**config.mk**
```make
export PLATFORM = sky130hd
export DESIGN_NAME = tmr_timer16
export DESIGN_NICKNAME = d
export VERILOG_FILES = /design/src/tmr_pkg.sv /design/src/tmr_timer16.sv /design/src/tmr_prescaler.sv /design/src/tmr_capture_filter.sv
export VERILOG_INCLUDE_DIRS = /design/src /design/src/src
export SDC_FILE = /design/constraint.sdc
export NUM_CORES = 1
export LEC_CHECK = 0
export ABC_AREA = 0
export BUFFER_PORTS_ARGS = -buffer_cell sky130_fd_sc_hd__buf_2
export CAP_MARGIN = 20
export CORE_UTILIZATION = 25
export DETAILED_ROUTE_END_ITERATION = 7
export PLACE_DENSITY = 0.47
export SYNTH_ARGS = -nofsm -noshare
export SYNTH_HDL_FRONTEND = slang
export SYNTH_SLANG_ARGS = --single-unit
```
**constraint.sdc**
```tcl
create_clock -name clk -period 3.3 [get_ports clk]
set_input_delay 0.825 -clock clk [delete_from_list [all_inputs] [get_ports clk]]
set_output_delay 0.825 -clock clk [all_outputs]
set_load 0.03 [all_outputs]
```
**src/tmr_defs.svh**
```systemverilog
// Register indices, field positions, reset values and count limits of the timer
`ifndef TMR_DEFS_SVH
`define TMR_DEFS_SVH

// Byte register indices on the 8-bit I/O port
`define TMR_ADDR_CTRL_A   4'h0
`define TMR_ADDR_CTRL_B   4'h1
`define TMR_ADDR_CNT_L    4'h2
`define TMR_ADDR_CNT_H    4'h3
`define TMR_ADDR_CMPA_L   4'h4
`define TMR_ADDR_CMPA_H   4'h5
`define TMR_ADDR_CMPB_L   4'h6
`define TMR_ADDR_CMPB_H   4'h7
`define TMR_ADDR_CAP_L    4'h8
`define TMR_ADDR_CAP_H    4'h9
`define TMR_ADDR_FLAG     4'hA
`define TMR_ADDR_MASK     4'hB
`define TMR_ADDR_GSYNC    4'hC

// Reset values
`define TMR_RST_BYTE      8'h00
`define TMR_RST_WORD      16'h0000

// Writable bit masks
`define TMR_CTRL_A_BITS   8'hF3
`define TMR_CTRL_B_BITS   8'hDF
`define TMR_FLAG_BITS     8'h27

// Flag and mask bit positions
`define TMR_FLAG_OVF      0
`define TMR_FLAG_CMPA     1
`define TMR_FLAG_CMPB     2
`define TMR_FLAG_CAP      5

// General sync control bit positions
`define TMR_GT_HOLD       7
`define TMR_GT_ASYNC      1
`define TMR_GT_SYNC       0

// Control field positions
`define TMR_CA_COM_MSB    7
`define TMR_CA_MODE_MSB   1
`define TMR_CB_NOISE      7
`define TMR_CB_EDGE       6
`define TMR_CB_MODE_MSB   4
`define TMR_CB_MODE_LSB   3
`define TMR_CB_CS_MSB     2

// Clock select codes
`define TMR_CS_OFF        3'h0
`define TMR_CS_DIRECT     3'h1
`define TMR_CS_DIV8       3'h2
`define TMR_CS_DIV64      3'h3
`define TMR_CS_DIV256     3'h4
`define TMR_CS_DIV1024    3'h5
`define TMR_CS_EXT_FALL   3'h6
`define TMR_CS_EXT_RISE   3'h7

// Operating mode codes
`define TMR_MODE_CTC_CMP  4'h4
`define TMR_MODE_FPWM8    4'h5
`define TMR_MODE_FPWM9    4'h6
`define TMR_MODE_FPWM10   4'h7
`define TMR_MODE_CTC_CAP  4'hC
`define TMR_MODE_FPWM_CAP 4'hE
`define TMR_MODE_FPWM_CMP 4'hF

// Count limits
`define TMR_BOTTOM        16'h0000
`define TMR_MAX           16'hFFFF
`define TMR_TOP8          16'h00FF
`define TMR_TOP9          16'h01FF
`define TMR_TOP10         16'h03FF

// Prescaler tap widths: divide by 8, 64, 256, 1024
`define TMR_PS_WIDTH      10
`define TMR_PS_MSB_DIV8   2
`define TMR_PS_MSB_DIV64  5
`define TMR_PS_MSB_DIV256 7

`endif

```
**src/tmr_pkg.sv**
```systemverilog
// Types shared by the timer modules
package tmr_pkg;
    // One CPU access on the 8-bit I/O port
    typedef struct packed {
        logic       wr;
        logic       rd;
        logic [3:0] addr;
        logic [7:0] wdata;
    } tmr_io_req_t;

    typedef logic [15:0] tmr_word_t;
endpackage

```
**src/tmr_timer16.sv**
```systemverilog
// 16-bit timer with shared high-byte access and prescaler sync control
// Functional notes
// - Hold mode keeps written prescaler reset bits
// - Clearing hold mode clears both reset bits
// - Sync reset bit resets prescaler, self-clears outside hold mode
// - Counter, compares, capture are 16 bits
// - Flags visible, each request individually masked
// - Tick from prescaler or external pin
// - Compare match sets flag, drives waveform
// - Edge event captures counter through filter
// - Compare A as TOP in TMR_MODE_FPWM_CMP: buffered, no output
// - All zeros is BOTTOM
// - All ones is MAX
// - TOP from fixed values, compare A, capture
// - One shared high-byte holding register
// - Low write loads held high plus low
// - Counter or capture low read copies high into holding register
// - Compare high reads bypass holding register
// - Clock select zero stops counter, still accessible
// - CPU counter write beats clear or count
// - Prescaler free running, taps 8/64/256/1024
`include "tmr_defs.svh"
module tmr_timer16 (
    // Clock and reset
    input  wire logic                 clk,
    input  wire logic                 sys_rst,
    // CPU I/O port
    input  tmr_pkg::tmr_io_req_t      io_req,
    output logic [7:0]                io_rdata,
    // Pins and system inputs
    input  wire logic                 external_count_pin,
    input  wire logic                 capture_input_pin,
    input  wire logic                 comparator_out,
    input  wire logic                 capture_use_comparator,
    input  wire logic                 timer_power_off,
    // Waveform outputs
    output logic                      waveform_out_a,
    output logic                      waveform_out_b,
    // Masked requests: capture, compare B, compare A, overflow
    output logic [3:0]                irq_req,
    // Prescaler reset levels
    output logic                      sync_prescaler_rst,
    output logic                      async_prescaler_rst
);
    tmr_pkg::tmr_word_t counter_value;
    tmr_pkg::tmr_word_t capture_value;
    tmr_pkg::tmr_word_t compare_buf [2];
    tmr_pkg::tmr_word_t compare_act [2];
    tmr_pkg::tmr_word_t next_counter;
    tmr_pkg::tmr_word_t top_value;
    logic [7:0]         timer_control_a;
    logic [7:0]         timer_control_b;
    logic [7:0]         timer_flag_register;
    logic [7:0]         timer_mask_register;
    logic [7:0]         high_hold;
    logic [7:0]         next_flag;
    logic [7:0]         read_data;
    logic               sync_hold_mode;
    logic [1:0]         wave;
    logic [1:0]         cmp_match;
    logic [3:0]         tap_tick;
    logic [2:0]         ext_sync;

    // Address decode
    wire wr = io_req.wr;
    wire rd = io_req.rd;
    wire sel_cnt_l  = io_req.addr == `TMR_ADDR_CNT_L;
    wire sel_cmpa_l = io_req.addr == `TMR_ADDR_CMPA_L;
    wire sel_cmpb_l = io_req.addr == `TMR_ADDR_CMPB_L;
    wire sel_cap_l  = io_req.addr == `TMR_ADDR_CAP_L;
    wire sel_high   = io_req.addr == `TMR_ADDR_CNT_H || io_req.addr == `TMR_ADDR_CMPA_H ||
                      io_req.addr == `TMR_ADDR_CMPB_H || io_req.addr == `TMR_ADDR_CAP_H;
    wire wr_gsync   = wr && io_req.addr == `TMR_ADDR_GSYNC;
    wire wr_flag    = wr && io_req.addr == `TMR_ADDR_FLAG;
    wire cnt_lo_wr  = wr && sel_cnt_l;
    wire cap_lo_wr  = wr && sel_cap_l;
    wire [1:0] cmp_lo_wr = {wr && sel_cmpb_l, wr && sel_cmpa_l};

    // Mode decode and TOP selection
    wire [3:0] mode = {timer_control_b[`TMR_CB_MODE_MSB:`TMR_CB_MODE_LSB],
                       timer_control_a[`TMR_CA_MODE_MSB:0]};
    wire [2:0] clock_select_field = timer_control_b[`TMR_CB_CS_MSB:0];
    wire pwm_mode = mode == `TMR_MODE_FPWM8 || mode == `TMR_MODE_FPWM9 ||
                    mode == `TMR_MODE_FPWM10 || mode == `TMR_MODE_FPWM_CAP ||
                    mode == `TMR_MODE_FPWM_CMP;
    wire ctc_mode = mode == `TMR_MODE_CTC_CMP || mode == `TMR_MODE_CTC_CAP;
    wire cap_is_top = mode == `TMR_MODE_CTC_CAP || mode == `TMR_MODE_FPWM_CAP;
    assign top_value = (mode == `TMR_MODE_FPWM8)  ? `TMR_TOP8 :
                       (mode == `TMR_MODE_FPWM9)  ? `TMR_TOP9 :
                       (mode == `TMR_MODE_FPWM10) ? `TMR_TOP10 :
                       (mode == `TMR_MODE_CTC_CMP || mode == `TMR_MODE_FPWM_CMP) ? compare_act[0] :
                       cap_is_top ? capture_value : `TMR_MAX;
    wire at_top    = counter_value == top_value;
    wire at_max    = counter_value == `TMR_MAX;
    wire wrap_top  = at_top && (pwm_mode || ctc_mode);

    // Shared prescaler
    tmr_prescaler u_prescaler (
        .clk           (clk),
        .sys_rst       (sys_rst),
        .prescaler_rst (sync_prescaler_rst),
        .tap_tick      (tap_tick)
    );

    // External count pin sampling
    always_ff @(posedge clk) begin
        if (sys_rst) begin
            ext_sync <= 3'h0;
        end else begin
            ext_sync <= {ext_sync[1:0], external_count_pin};
        end
    end

    // Timer tick selection
    wire ext_rise = ext_sync[1] & ~ext_sync[2];
    wire ext_fall = ~ext_sync[1] & ext_sync[2];
    wire sel_tick = (clock_select_field == `TMR_CS_DIRECT)   ? 1'b1 :
                    (clock_select_field == `TMR_CS_DIV8)     ? tap_tick[0] :
                    (clock_select_field == `TMR_CS_DIV64)    ? tap_tick[1] :
                    (clock_select_field == `TMR_CS_DIV256)   ? tap_tick[2] :
                    (clock_select_field == `TMR_CS_DIV1024)  ? tap_tick[3] :
                    (clock_select_field == `TMR_CS_EXT_FALL) ? ext_fall :
                    (clock_select_field == `TMR_CS_EXT_RISE) ? ext_rise : 1'b0;
    wire timer_tick = sel_tick && !timer_power_off;

    // Capture source, filter and edge
    logic cap_event;
    tmr_capture_filter u_capture (
        .clk           (clk),
        .sys_rst       (sys_rst),
        .raw_in        (capture_use_comparator ? comparator_out : capture_input_pin),
        .noise_cancel  (timer_control_b[`TMR_CB_NOISE]),
        .rising_edge   (timer_control_b[`TMR_CB_EDGE]),
        .capture_event (cap_event)
    );
    wire cap_take = cap_event && !cap_is_top;

    // Counter next value, CPU write first
    always_comb begin
        next_counter = counter_value;
        if (cnt_lo_wr) begin
            next_counter = {high_hold, io_req.wdata};
        end else if (timer_tick && wrap_top) begin
            next_counter = `TMR_BOTTOM;
        end else if (timer_tick) begin
            next_counter = 16'(counter_value + 16'h0001);
        end
    end

    // Counter, capture and holding register
    always_ff @(posedge clk) begin
        if (sys_rst) begin
            counter_value <= `TMR_RST_WORD;
            capture_value <= `TMR_RST_WORD;
            high_hold     <= `TMR_RST_BYTE;
        end else begin
            counter_value <= next_counter;
            if (cap_lo_wr) begin
                capture_value <= {high_hold, io_req.wdata};
            end else if (cap_take) begin
                capture_value <= counter_value;
            end
            if (wr && sel_high) begin
                high_hold <= io_req.wdata;
            end else if (rd && sel_cnt_l) begin
                high_hold <= counter_value[15:8];
            end else if (rd && sel_cap_l) begin
                high_hold <= capture_value[15:8];
            end
        end
    end

    // Compare channels: buffer, active copy, match and waveform
    for (genvar i = 0; i < 2; i++) begin : g_cmp
        wire [1:0] com = timer_control_a[`TMR_CA_COM_MSB-2*i -: 2];
        wire top_owner = (i == 0) && mode == `TMR_MODE_FPWM_CMP;
        assign cmp_match[i] = timer_tick && !cnt_lo_wr && counter_value == compare_act[i];

        always_ff @(posedge clk) begin
            if (sys_rst) begin
                compare_buf[i] <= `TMR_RST_WORD;
                compare_act[i] <= `TMR_RST_WORD;
                wave[i]        <= 1'b0;
            end else begin
                if (cmp_lo_wr[i]) begin
                    compare_buf[i] <= {high_hold, io_req.wdata};
                end
                if (!pwm_mode || (timer_tick && at_top)) begin
                    compare_act[i] <= compare_buf[i];
                end
                if (top_owner) begin
                    wave[i] <= wave[i];
                end else if (pwm_mode && timer_tick && at_top && com[1]) begin
                    wave[i] <= ~com[0];
                end else if (cmp_match[i] && pwm_mode && com[1]) begin
                    wave[i] <= com[0];
                end else if (cmp_match[i] && !pwm_mode && com != 2'b00) begin
                    wave[i] <= com[1] ? com[0] : ~wave[i];
                end
            end
        end
    end

    // Flag set events; a set beats a same-cycle clear
    wire ovf_evt = timer_tick && !cnt_lo_wr && (pwm_mode ? at_top : at_max);
    wire [7:0] set_vec = {2'b00, cap_take, 2'b00, cmp_match[1], cmp_match[0], ovf_evt};
    wire [7:0] clr_vec = wr_flag ? io_req.wdata : 8'h00;
    assign next_flag = ((timer_flag_register & ~clr_vec) | set_vec) & `TMR_FLAG_BITS;

    // Control, flag, mask and masked requests
    always_ff @(posedge clk) begin
        if (sys_rst) begin
            timer_control_a     <= `TMR_RST_BYTE;
            timer_control_b     <= `TMR_RST_BYTE;
            timer_flag_register <= `TMR_RST_BYTE;
            timer_mask_register <= `TMR_RST_BYTE;
            irq_req             <= 4'h0;
        end else begin
            timer_flag_register <= next_flag;
            if (wr && io_req.addr == `TMR_ADDR_CTRL_A) begin
                timer_control_a <= io_req.wdata & `TMR_CTRL_A_BITS;
            end
            if (wr && io_req.addr == `TMR_ADDR_CTRL_B) begin
                timer_control_b <= io_req.wdata & `TMR_CTRL_B_BITS;
            end
            if (wr && io_req.addr == `TMR_ADDR_MASK) begin
                timer_mask_register <= io_req.wdata & `TMR_FLAG_BITS;
            end
            irq_req <= {timer_flag_register[`TMR_FLAG_CAP]  & timer_mask_register[`TMR_FLAG_CAP],
                        timer_flag_register[`TMR_FLAG_CMPB] & timer_mask_register[`TMR_FLAG_CMPB],
                        timer_flag_register[`TMR_FLAG_CMPA] & timer_mask_register[`TMR_FLAG_CMPA],
                        timer_flag_register[`TMR_FLAG_OVF]  & timer_mask_register[`TMR_FLAG_OVF]};
        end
    end

    // General sync control: hold keeps bits, otherwise they self-clear
    always_ff @(posedge clk) begin
        if (sys_rst) begin
            sync_hold_mode      <= 1'b0;
            sync_prescaler_rst  <= 1'b0;
            async_prescaler_rst <= 1'b0;
        end else if (wr_gsync) begin
            sync_hold_mode      <= io_req.wdata[`TMR_GT_HOLD];
            sync_prescaler_rst  <= io_req.wdata[`TMR_GT_SYNC];
            async_prescaler_rst <= io_req.wdata[`TMR_GT_ASYNC];
        end else if (!sync_hold_mode) begin
            sync_prescaler_rst  <= 1'b0;
            async_prescaler_rst <= 1'b0;
        end
    end

    // Read selection
    always_comb begin
        if (io_req.addr == `TMR_ADDR_CTRL_A) begin
            read_data = timer_control_a;
        end else if (io_req.addr == `TMR_ADDR_CTRL_B) begin
            read_data = timer_control_b;
        end else if (sel_cnt_l) begin
            read_data = counter_value[7:0];
        end else if (io_req.addr == `TMR_ADDR_CNT_H || io_req.addr == `TMR_ADDR_CAP_H) begin
            read_data = high_hold;
        end else if (sel_cmpa_l) begin
            read_data = compare_buf[0][7:0];
        end else if (io_req.addr == `TMR_ADDR_CMPA_H) begin
            read_data = compare_buf[0][15:8];
        end else if (sel_cmpb_l) begin
            read_data = compare_buf[1][7:0];
        end else if (io_req.addr == `TMR_ADDR_CMPB_H) begin
            read_data = compare_buf[1][15:8];
        end else if (sel_cap_l) begin
            read_data = capture_value[7:0];
        end else if (io_req.addr == `TMR_ADDR_FLAG) begin
            read_data = timer_flag_register;
        end else if (io_req.addr == `TMR_ADDR_MASK) begin
            read_data = timer_mask_register;
        end else if (io_req.addr == `TMR_ADDR_GSYNC) begin
            read_data = {sync_hold_mode, 5'h00, async_prescaler_rst, sync_prescaler_rst};
        end else begin
            read_data = 8'h00;
        end
    end

    // Read data register and waveform outputs
    always_ff @(posedge clk) begin
        if (sys_rst) begin
            io_rdata       <= 8'h00;
            waveform_out_a <= 1'b0;
            waveform_out_b <= 1'b0;
        end else begin
            if (rd) begin
                io_rdata <= read_data;
            end
            waveform_out_a <= wave[0];
            waveform_out_b <= wave[1];
        end
    end
endmodule

```
**src/tmr_prescaler.sv**
```systemverilog
// Free running shared prescaler with four tap pulses
`include "tmr_defs.svh"
module tmr_prescaler (
    // Clock and reset
    input  wire logic       clk,
    input  wire logic       sys_rst,
    // Control
    input  wire logic       prescaler_rst,
    // Tap pulses: div8, div64, div256, div1024
    output logic [3:0]      tap_tick
);
    logic [`TMR_PS_WIDTH-1:0] div_count;

    // Counter held at zero while reset is asserted
    always_ff @(posedge clk) begin
        if (sys_rst || prescaler_rst) begin
            div_count <= '0;
        end else begin
            div_count <= div_count + 1'b1;
        end
    end

    // Taps fire on the last count of each period
    assign tap_tick[0] = &div_count[`TMR_PS_MSB_DIV8:0];
    assign tap_tick[1] = &div_count[`TMR_PS_MSB_DIV64:0];
    assign tap_tick[2] = &div_count[`TMR_PS_MSB_DIV256:0];
    assign tap_tick[3] = &div_count;
endmodule

```
**src/tmr_capture_filter.sv**
```systemverilog
// Capture input noise canceler and edge detector
module tmr_capture_filter (
    // Clock and reset
    input  wire logic clk,
    input  wire logic sys_rst,
    // Source and options
    input  wire logic raw_in,
    input  wire logic noise_cancel,
    input  wire logic rising_edge,
    // Event
    output logic      capture_event
);
    logic       in_q;
    logic [3:0] history;
    logic       filtered;
    logic       filtered_q;

    // Sampling, four-sample history and filtered level
    always_ff @(posedge clk) begin
        if (sys_rst) begin
            in_q       <= 1'b0;
            history    <= 4'h0;
            filtered   <= 1'b0;
            filtered_q <= 1'b0;
        end else begin
            in_q       <= raw_in;
            history    <= {history[2:0], in_q};
            filtered_q <= filtered;
            if (!noise_cancel) begin
                filtered <= in_q;
            end else if (&history) begin
                filtered <= 1'b1;
            end else if (~|history) begin
                filtered <= 1'b0;
            end
        end
    end

    // Selected edge of the filtered level
    assign capture_event = rising_edge ? (filtered & ~filtered_q) : (~filtered & filtered_q);
endmodule

```
==> impl_metrics.env, run 1 <==
export IMPL_outcome="finished clean"
export IMPL_slowest_delay_ns=0.46
export IMPL_cp_max_fo=31
export IMPL_power_switching_w=0.00123
export IMPL_intPower_w=0.00331
export IMPL_syn2layout_area_growth_pct=15.4
export IMPL_path_buf_inv=2
export IMPL_start_kind="register"
export IMPL_fin_crit_ns=2.98
export IMPL_antenna_cells=0
export IMPL_yosysTopAreaCellShare_pct=22.6
export IMPL_netlist_top_cells_area="dfxtp_1 23%, edfxtp_1 22%, mux2i_1 4.7%"
export IMPL_synth_edf_count=64
export IMPL_async_reset_ff_share_pct=0
export IMPL_crit_family="simple AND/OR/NAND/NOR gates"
export IMPL_path_class="reg2reg"
export IMPL_routabilityCongestion=0.854
export IMPL_grt_pass1_wl_um=46000
export IMPL_viasPerCell=5.07
export IMPL_cts_resized=0
export IMPL_synth_ff_type="dfxtp_1"
export IMPL_setup_violations=0
export IMPL_root_buffer="clkbuf_16"
export IMPL_synth_area_per_cell_um2=9.33
export IMPL_cts_buffers=17
export IMPL_fp_dieArea_mm2=0.0362
export IMPL_mappedNetlistNets=973
export IMPL_start_util_pct=25.5
export IMPL_dpl_hpwl_um=22100
export IMPL_io_pins=37
export IMPL_antenna_left=0
export IMPL_port_buffers=36
export IMPL_syn_inst=949
export IMPL_core_mm2=0.0347
export IMPL_reg2reg_setup_slack_ns=0.32
export IMPL_report_final_hold_viol_count=0
export IMPL_placementRows=68
export IMPL_syn_cell_area_mm2=0.00885
export IMPL_gr_total_overflow=0
export IMPL_drc_errors=0
export IMPL_synth_top_cell_by_area="dfxtp_1"
export IMPL_die_y_um=190
export IMPL_cts_buffer_depth=2
export IMPL_power_frac_comb_pct=9.5
export IMPL_initialDrtViolationCount=650
export IMPL_switching_share_pct=27.2
export IMPL_yosysUniqueCellTypes=69
export IMPL_fmaxAchievable_mhz=336
export IMPL_vdd_drop_max_mv=0.332
export IMPL_fp_dieW_um=190
export IMPL_timing_hold_ws_ns=0.447
export IMPL_p_total_w=0.00454
export IMPL_drt_wl_total_um=30400
export IMPL_holdPathStages=1
export IMPL_synth_seq_area_share_pct=44.3
export IMPL_antenna_found_initial=2
export IMPL_timing_final_crit_share_pct=90.2
export IMPL_crit_top_cell="or4_1"
export IMPL_cts_sinks=164
export IMPL_power_frac_seq_pct=49.6
export IMPL_ys_ff_latch=164
export IMPL_relSlewSlack_pct=47.1
export IMPL_crit_cells=10
export IMPL_cts_tree="done"
export IMPL_final_nets=1000
export IMPL_setup_tns_ns=0
export IMPL_drive_gt1_share_pct=14.8
export IMPL_pwr_share_clk_pct=40.9
export IMPL_r2r_cells=10
export IMPL_wire_per_inst_um=21.1
export IMPL_cts_reportedPaths_clkPinSlew_ns=0.07
export IMPL_grt_pass1_vias=7032
export IMPL_utilization_pct=29.4
export IMPL_ys_warn_count=0
export IMPL_clock_skew_ns=0.0113
export IMPL_rsz0062_at_grt="no"
export IMPL_gr_usage_all_layers_pct=17.3
export IMPL_max_cap_violations=0
export IMPL_crit_arrival_ns=3.24
export IMPL_hold_buffers=0
export IMPL_cp_cell_sequence="buf_4, nor3b_1, or4_1, xnor2_1, or4_1, a22oi_4, a31oi_2, nor2_4, buf_12, and2_1"
export IMPL_leakagePower_nw=4.04
export IMPL_slew_viol_final=0
export IMPL_clkLatencyLatePin_ns=0.43
export IMPL_vias=7317
export IMPL_critPathRequiredTime_ns=3.56
export IMPL_htree_num_levels=4
export IMPL_p_per_area_mw_per_mm2=445
export IMPL_slowest_stage="or4_1"
export IMPL_post_cts_buffers=0
export IMPL_hp_class="reg2reg"
export IMPL_dr_pass1_iters=5
export IMPL_tightest_slew_ns=0.789
export IMPL_endpoint_kind="register"
export IMPL_grt_start_max_net_pins=33
-- metal layers --
layer,track usage [%],part of all wire (%),vias to the layer above
met5,0,0,-
met4,5.75,2.3,0
met3,3.19,5.7,35
met2,26.8,45,228
met1,24.0,47,3576
li1,-,-,3478
-- logic make-up after synthesis --
group,Yosys count,synth area share [%]
compound gates,188,14.5
xor+xnor,60,5.94
fa+ha+maj,3,0.424
buf+inv,100,4.66
flops,164,44.3
mux,57,7.04
simple gates,377,23.1
-- layout by cell type (no fill, tap or decap), drive strengths merged, types with 5 or more instances in the layout --
cell / netlist / layout
dfxtp: 100 / 100
a31oi: 7 / 7
and2: 66 / 66
xnor2: 18 / 18
nor3b: 6 / 6
a311oi: 5 / 5
a21oi: 40 / 40
a22oi: 14 / 14
buf: 17 / 87
clkbuf: 62 / 20
mux2: 12 / 12
o21ai: 46 / 46
nor2: 85 / 85
nand4b: 5 / 5
nor2b: 19 / 19
and4b: 5 / 5
a211oi: 28 / 28
edfxtp: 64 / 64
nor4: 16 / 16
nand2b: 7 / 7
o221ai: 10 / 10
and3b: 6 / 6
o21a: 5 / 5
clkinvlp: 0 / 5
nor3: 17 / 17
a32oi: 7 / 7
nand3b: 5 / 5
and3: 15 / 15
xor2: 42 / 42
or4: 7 / 7
nand3: 24 / 24
nand4: 12 / 12
nand2: 67 / 67
mux2i: 42 / 42
inv: 21 / 24
-- cell usage after synthesis (7+ instances only) --
cell type and number:
nand2_1 67, clkbuf_1 62, xnor2_1 18, nor4_1 16, a22oi_1 13, mux2_2 12
a21oi_1 40, inv_1 21, nand3_1 23, nand2b_1 7, nor3_1 17, edfxtp_1 64
and3_1 14, and2_1 66, o21ai_1 9, nand4_1 12, a32oi_1 7, o21ai_0 36
o221ai_1 9, dfxtp_1 100, nor2_1 84, or4_1 7, mux2i_1 42, xor2_1 42
buf_1 7, a211oi_1 26, nor2b_1 19
-- cell type report --
type,instances,area (µm²)
sequential,164,3920
clock buffer,20,437
clock inverter,12,101
multi-input combinational,685,4520
timing repair buffer,87,588
tap,455,569
inverter,21,78.8
fill,3683,24500
-- power groups by stage --
stage	Combinational, W	Sequential, W	Clock (W)
2_1_floorplan	0.000269	0.00226	0
3_3_place_gp	0.000427	0.00230	0
3_5_place_dp	0.000427	0.00230	0
4_1_cts	0.000429	0.00225	0.00189
5_1_grt	0.000469	0.00226	0.00197
6_report	0.000430	0.00225	0.00186
-- sequential cells by signal (all words and copies together), names as in the netlist, 2 cells and up --
| register | cells |
|---|---|
| u_prescaler.div_count | 10 |
| timer_flag_register | 4 |
| u_capture.history | 4 |
| capture_value | 16 |
| timer_control_a | 6 |
| timer_control_b | 7 |
| counter_value | 16 |
| high_hold | 8 |
| ext_sync | 3 |
| wave | 2 |
| io_rdata | 8 |
| compare_act | 32 |
| irq_req | 4 |
| compare_buf | 32 |
| timer_mask_register | 4 |
-- worst reg2reg max path, stage by stage (launching register included) --
cell and delay, ns:
dfxtp_1 0.38, buf_4 0.20, nor3b_1 0.14, or4_1 0.46, xnor2_1 0.16, or4_1 0.45, a22oi_4 0.28, a31oi_2 0.17
nor2_4 0.16, buf_12 0.17, and2_1 0.24
-- through the flow --
stage | setup WS (ns) | std cells | cell area (µm²)
floorplan | 0.0737 | 949 | 8850
global placement | 0.402 | 1412 | 9680
detailed placement | 0.358 | 1412 | 9680
CTS | 0.338 | 1444 | 10200
global route | 0.0942 | 1444 | 10200
finish | 0.323 | 1444 | 10200
-- path summary, 6_finish.rpt --
path	startpoint	to
min	ext_sync[0]	ext_sync[1]
max	timer_control_b[4]	compare_act[0][8]
max reg2reg	timer_control_b[4]	compare_act[0][8]
min reg2reg	ext_sync[0]	ext_sync[1]
Note: power is estimated with default switching activity, not from simulation.
==> run 2: changes to the inputs <==
--- a/config.mk
+++ b/config.mk
@@ -6,7 +6,7 @@
 export SDC_FILE = /design/constraint.sdc
 export NUM_CORES = 1
 export LEC_CHECK = 0
-export ABC_AREA = 0
+export ABC_AREA = 1
 export BUFFER_PORTS_ARGS = -buffer_cell sky130_fd_sc_hd__buf_2
 export CAP_MARGIN = 20
 export CORE_UTILIZATION = 25
==> run 2 against run 1 <==
  * Final cell count grew 16%
  * Sequential power is essentially flat
  * First-iteration DRC count grew 2.2%
  * Combinational power is essentially flat
  * Via count grew 8.3%
  * Die area shrank 0.97%
  * Maximum frequency shrank 3.2%
  * Clock power grew 8%
  * Routed wire length grew 2.5%
  * Power grew 2.8%
  * Highest routed layer unchanged
  * Largest cell class unchanged
==> impl_metrics.env, run 2 <==
export IMPL_outcome="finished clean"
export IMPL_yosysTopAreaCellShare_pct=22.8
export IMPL_hold_buffers=0
export IMPL_power_frac_seq_pct=47.9
export IMPL_r2r_end="compare_act[0][1]"
export IMPL_intPower_w=0.00339
export IMPL_report_final_hold_viol_count=0
export IMPL_root_buffer="clkbuf_16"
export IMPL_setup_violations=0
export IMPL_vdd_drop_max_mv=0.287
export IMPL_timing_final_crit_share_pct=93.2
export IMPL_syn2layout_area_growth_pct=15.7
export IMPL_synth_ff_type="dfxtp_1"
export IMPL_pwr_share_clk_pct=42.9
export IMPL_p_per_area_mw_per_mm2=461
export IMPL_synth_top_cell_by_area="dfxtp_1"
export IMPL_cts_buffer_depth=2
export IMPL_ys_warn_count=0
export IMPL_synth_commonest_cells="224 x nand2_1, 180 x inv_1, 134 x nor2_1"
export IMPL_cp_cell_sequence="nand2_2, nor2_4, nand2_1, nand3_2, nand3_1, nand2_1, nor2_1, nand2_1, nor3_1, nand3_1, nor2_2, o21ai_4, buf_4, nor2_2"
export IMPL_initialDrtViolationCount=664
export IMPL_leakagePower_nw=4.04
export IMPL_slowest_stage="o21ai_4"
export IMPL_final_nets=1234
export IMPL_power_switching_w=0.00128
export IMPL_synth_compound_area_share_pct=15.0
export IMPL_hold_end="ext_sync[1]"
export IMPL_relSlewSlack_pct=31.1
export IMPL_reg2reg_setup_slack_ns=0.23
export IMPL_layout_commonest_cell="nand2_1"
export IMPL_syn_cell_area_mm2=0.00877
export IMPL_cts_buffers=17
export IMPL_yosys_cell_count_top_type="nand2_1"
export IMPL_synthMuxAreaShare_pct=0.128
export IMPL_dpl_hpwl_um=23600
export IMPL_wire_per_inst_um=18.6
export IMPL_fp_dieW_um=189
export IMPL_nFillCells=3797
export IMPL_synth_seq_area_share_pct=44.8
export IMPL_core_mm2=0.0345
export IMPL_ys_ff_latch=164
export IMPL_holdPathStages=2
export IMPL_placementRows=68
export IMPL_cts_sinks=164
export IMPL_post_cts_buffers=0
export IMPL_syn_inst=1169
export IMPL_reg_largest_list="compare_act (32), compare_buf (32)"
export IMPL_crit_top_cell="nand2_1"
export IMPL_clkLatencyLatePin_ns=0.44
export IMPL_yosysUniqueCellTypes=43
export IMPL_slowest_delay_ns=0.79
export IMPL_worst_slack_ns=0.226
export IMPL_synth_area_per_cell_um2=7.50
export IMPL_dr_pass1_iters=7
export IMPL_endpoint_kind="register"
export IMPL_cts_reportedPaths_clkPinSlew_ns=0.07
export IMPL_final_cell_mix="223 x nand2_1, 180 x inv_1, 134 x nor2_1"
export IMPL_min_from="ext_sync[0]"
export IMPL_clock_skew_ns=0.0127
export IMPL_cts_resized=0
export IMPL_tightest_slew_ns=1.03
export IMPL_synth_xor_area_share_pct=3.00
export IMPL_critPathRequiredTime_ns=3.49
export IMPL_gr_usage_all_layers_pct=17.7
export IMPL_utilization_pct=29.4
export IMPL_cts_tree="done"
export IMPL_port_buffers=36
export IMPL_start_util_pct=25.4
export IMPL_mappedNetlistNets=1193
export IMPL_drive_gt1_share_pct=14.0
export IMPL_grt_pass1_wl_um=47300
export IMPL_crit_arrival_ns=3.26
export IMPL_drc_errors=0
export IMPL_crit_family="simple AND/OR/NAND/NOR gates"
export IMPL_synth_top_family_by_area="simple AND/OR/NAND/NOR gates"
export IMPL_antenna_left=0
export IMPL_slew_viol_final=0
export IMPL_io_pins=37
export IMPL_yosys_area_share_simple_pct=26.0
export IMPL_synthAdderAreaFrac_pct=0.428
export IMPL_antenna_found_initial=0
export IMPL_cp_max_fo=25
export IMPL_async_reset_ff_share_pct=0
export IMPL_r2r_cells=14
export IMPL_rsz0062_at_grt="no"
export IMPL_path_buf_inv=1
export IMPL_path_class="reg2reg"
export IMPL_preCtsSetupSlack_ns=0.276
export IMPL_grt_start_max_net_pins=65
export IMPL_timing_hold_ws_ns=0.407
export IMPL_start_kind="register"
export IMPL_viasPerCell=4.72
export IMPL_gr_total_overflow=0
export IMPL_netlist_top_cells_area="dfxtp_1 23%, edfxtp_1 22%, nand2_1 9.6%"
export IMPL_htree_num_levels=4
export IMPL_power_frac_comb_pct=9.2
export IMPL_fmaxAchievable_mhz=325
export IMPL_antenna_cells=0
export IMPL_die_y_um=189
export IMPL_fp_dieArea_mm2=0.0358
export IMPL_hp_class="reg2reg"
export IMPL_switching_share_pct=27.4
export IMPL_vias=7924
export IMPL_synth_edf_count=64
export IMPL_max_cap_violations=0
export IMPL_fin_crit_ns=3.07
export IMPL_grt_pass1_vias=7552
export IMPL_routabilityCongestion=0.888
export IMPL_drt_wl_total_um=31200
export IMPL_r2r_start="timer_control_b[3]"
==> run 2: worst min-delay path: cells and delay by family, from the launching register on <==
kind	cells	cell delay (ns)
flip-flops	1	0.30
AND/OR/NAND/NOR	1	0.03
buffers and inverters	1	0.04
==> run 2: power groups by stage <==
stage / logic (W) / clock network, W / registers, W
final: 0.000428 / 0.00200 / 0.00224
after floorplan: 0.000258 / 0 / 0.00227
after global routing: 0.000468 / 0.00211 / 0.00225
after detailed placement: 0.000425 / 0 / 0.00228
after global placement: 0.000425 / 0 / 0.00228
after CTS: 0.000427 / 0.00204 / 0.00224
==> run 2: how the worst max path moves through the flow <==
stage,from,end,slack (ns),depth (start not counted)
floorplan,timer_control_a[0],compare_act[0][0],-0.13,13
global placement,timer_control_b[3],compare_act[1][2],0.33,14
detailed placement,timer_control_b[3],compare_act[0][1],0.28,14
CTS,timer_control_b[3],compare_act[0][1],0.26,14
global route,timer_control_b[3],compare_act[0][1],0.03,14
finish,timer_control_b[3],compare_act[0][1],0.23,14
==> run 2: stage by stage <==
| step | instance area, µm² | power (W) | TNS [ns] | cells |
|---|---|---|---|---|
| 2_1_floorplan | 8800 | 0.00253 | -4.29 | 1169 |
| 3_3_place_gp | 9560 | 0.00271 | 0 | 1646 |
| 3_5_place_dp | 9560 | 0.00271 | 0 | 1646 |
| 4_1_cts | 10100 | 0.00470 | 0 | 1678 |
| 5_1_grt | 10100 | 0.00483 | 0 | 1678 |
| 6_report | 10100 | 0.00467 | 0 | 1678 |
==> run 2: layout make-up <==
cell class                      instances  area [µm²]  area share (%)
Tap cell                              455         569            5.61
Sequential cell                       164        3930            38.7
Clock inverter                         12         103            1.01
Clock buffer                           20         479            4.73
Multi-Input combinational cell        772        3940            38.9
Timing Repair Buffer                   67         413            4.07
Inverter                              188         706            6.96
==> run 2: cells by family after synthesis <==
kind of cell / Yosys count
and+or+nand+nor: 517
buffers and inverters: 233
AOI/OAI and AO/OA: 221
DFF: 164
xor gates and xnor gates: 30
adders and majority gates: 3
muxes: 1
==> run 2: per-layer routing <==
metal | up-vias | part of all wire (%) | track usage [%]
met5 | - | 0 | 0
met4 | 0 | 2.9 | 6.33
met3 | 54 | 4.2 | 2.54
met2 | 229 | 47 | 28.7
met1 | 3732 | 46 | 24.0
li1 | 3909 | - | -
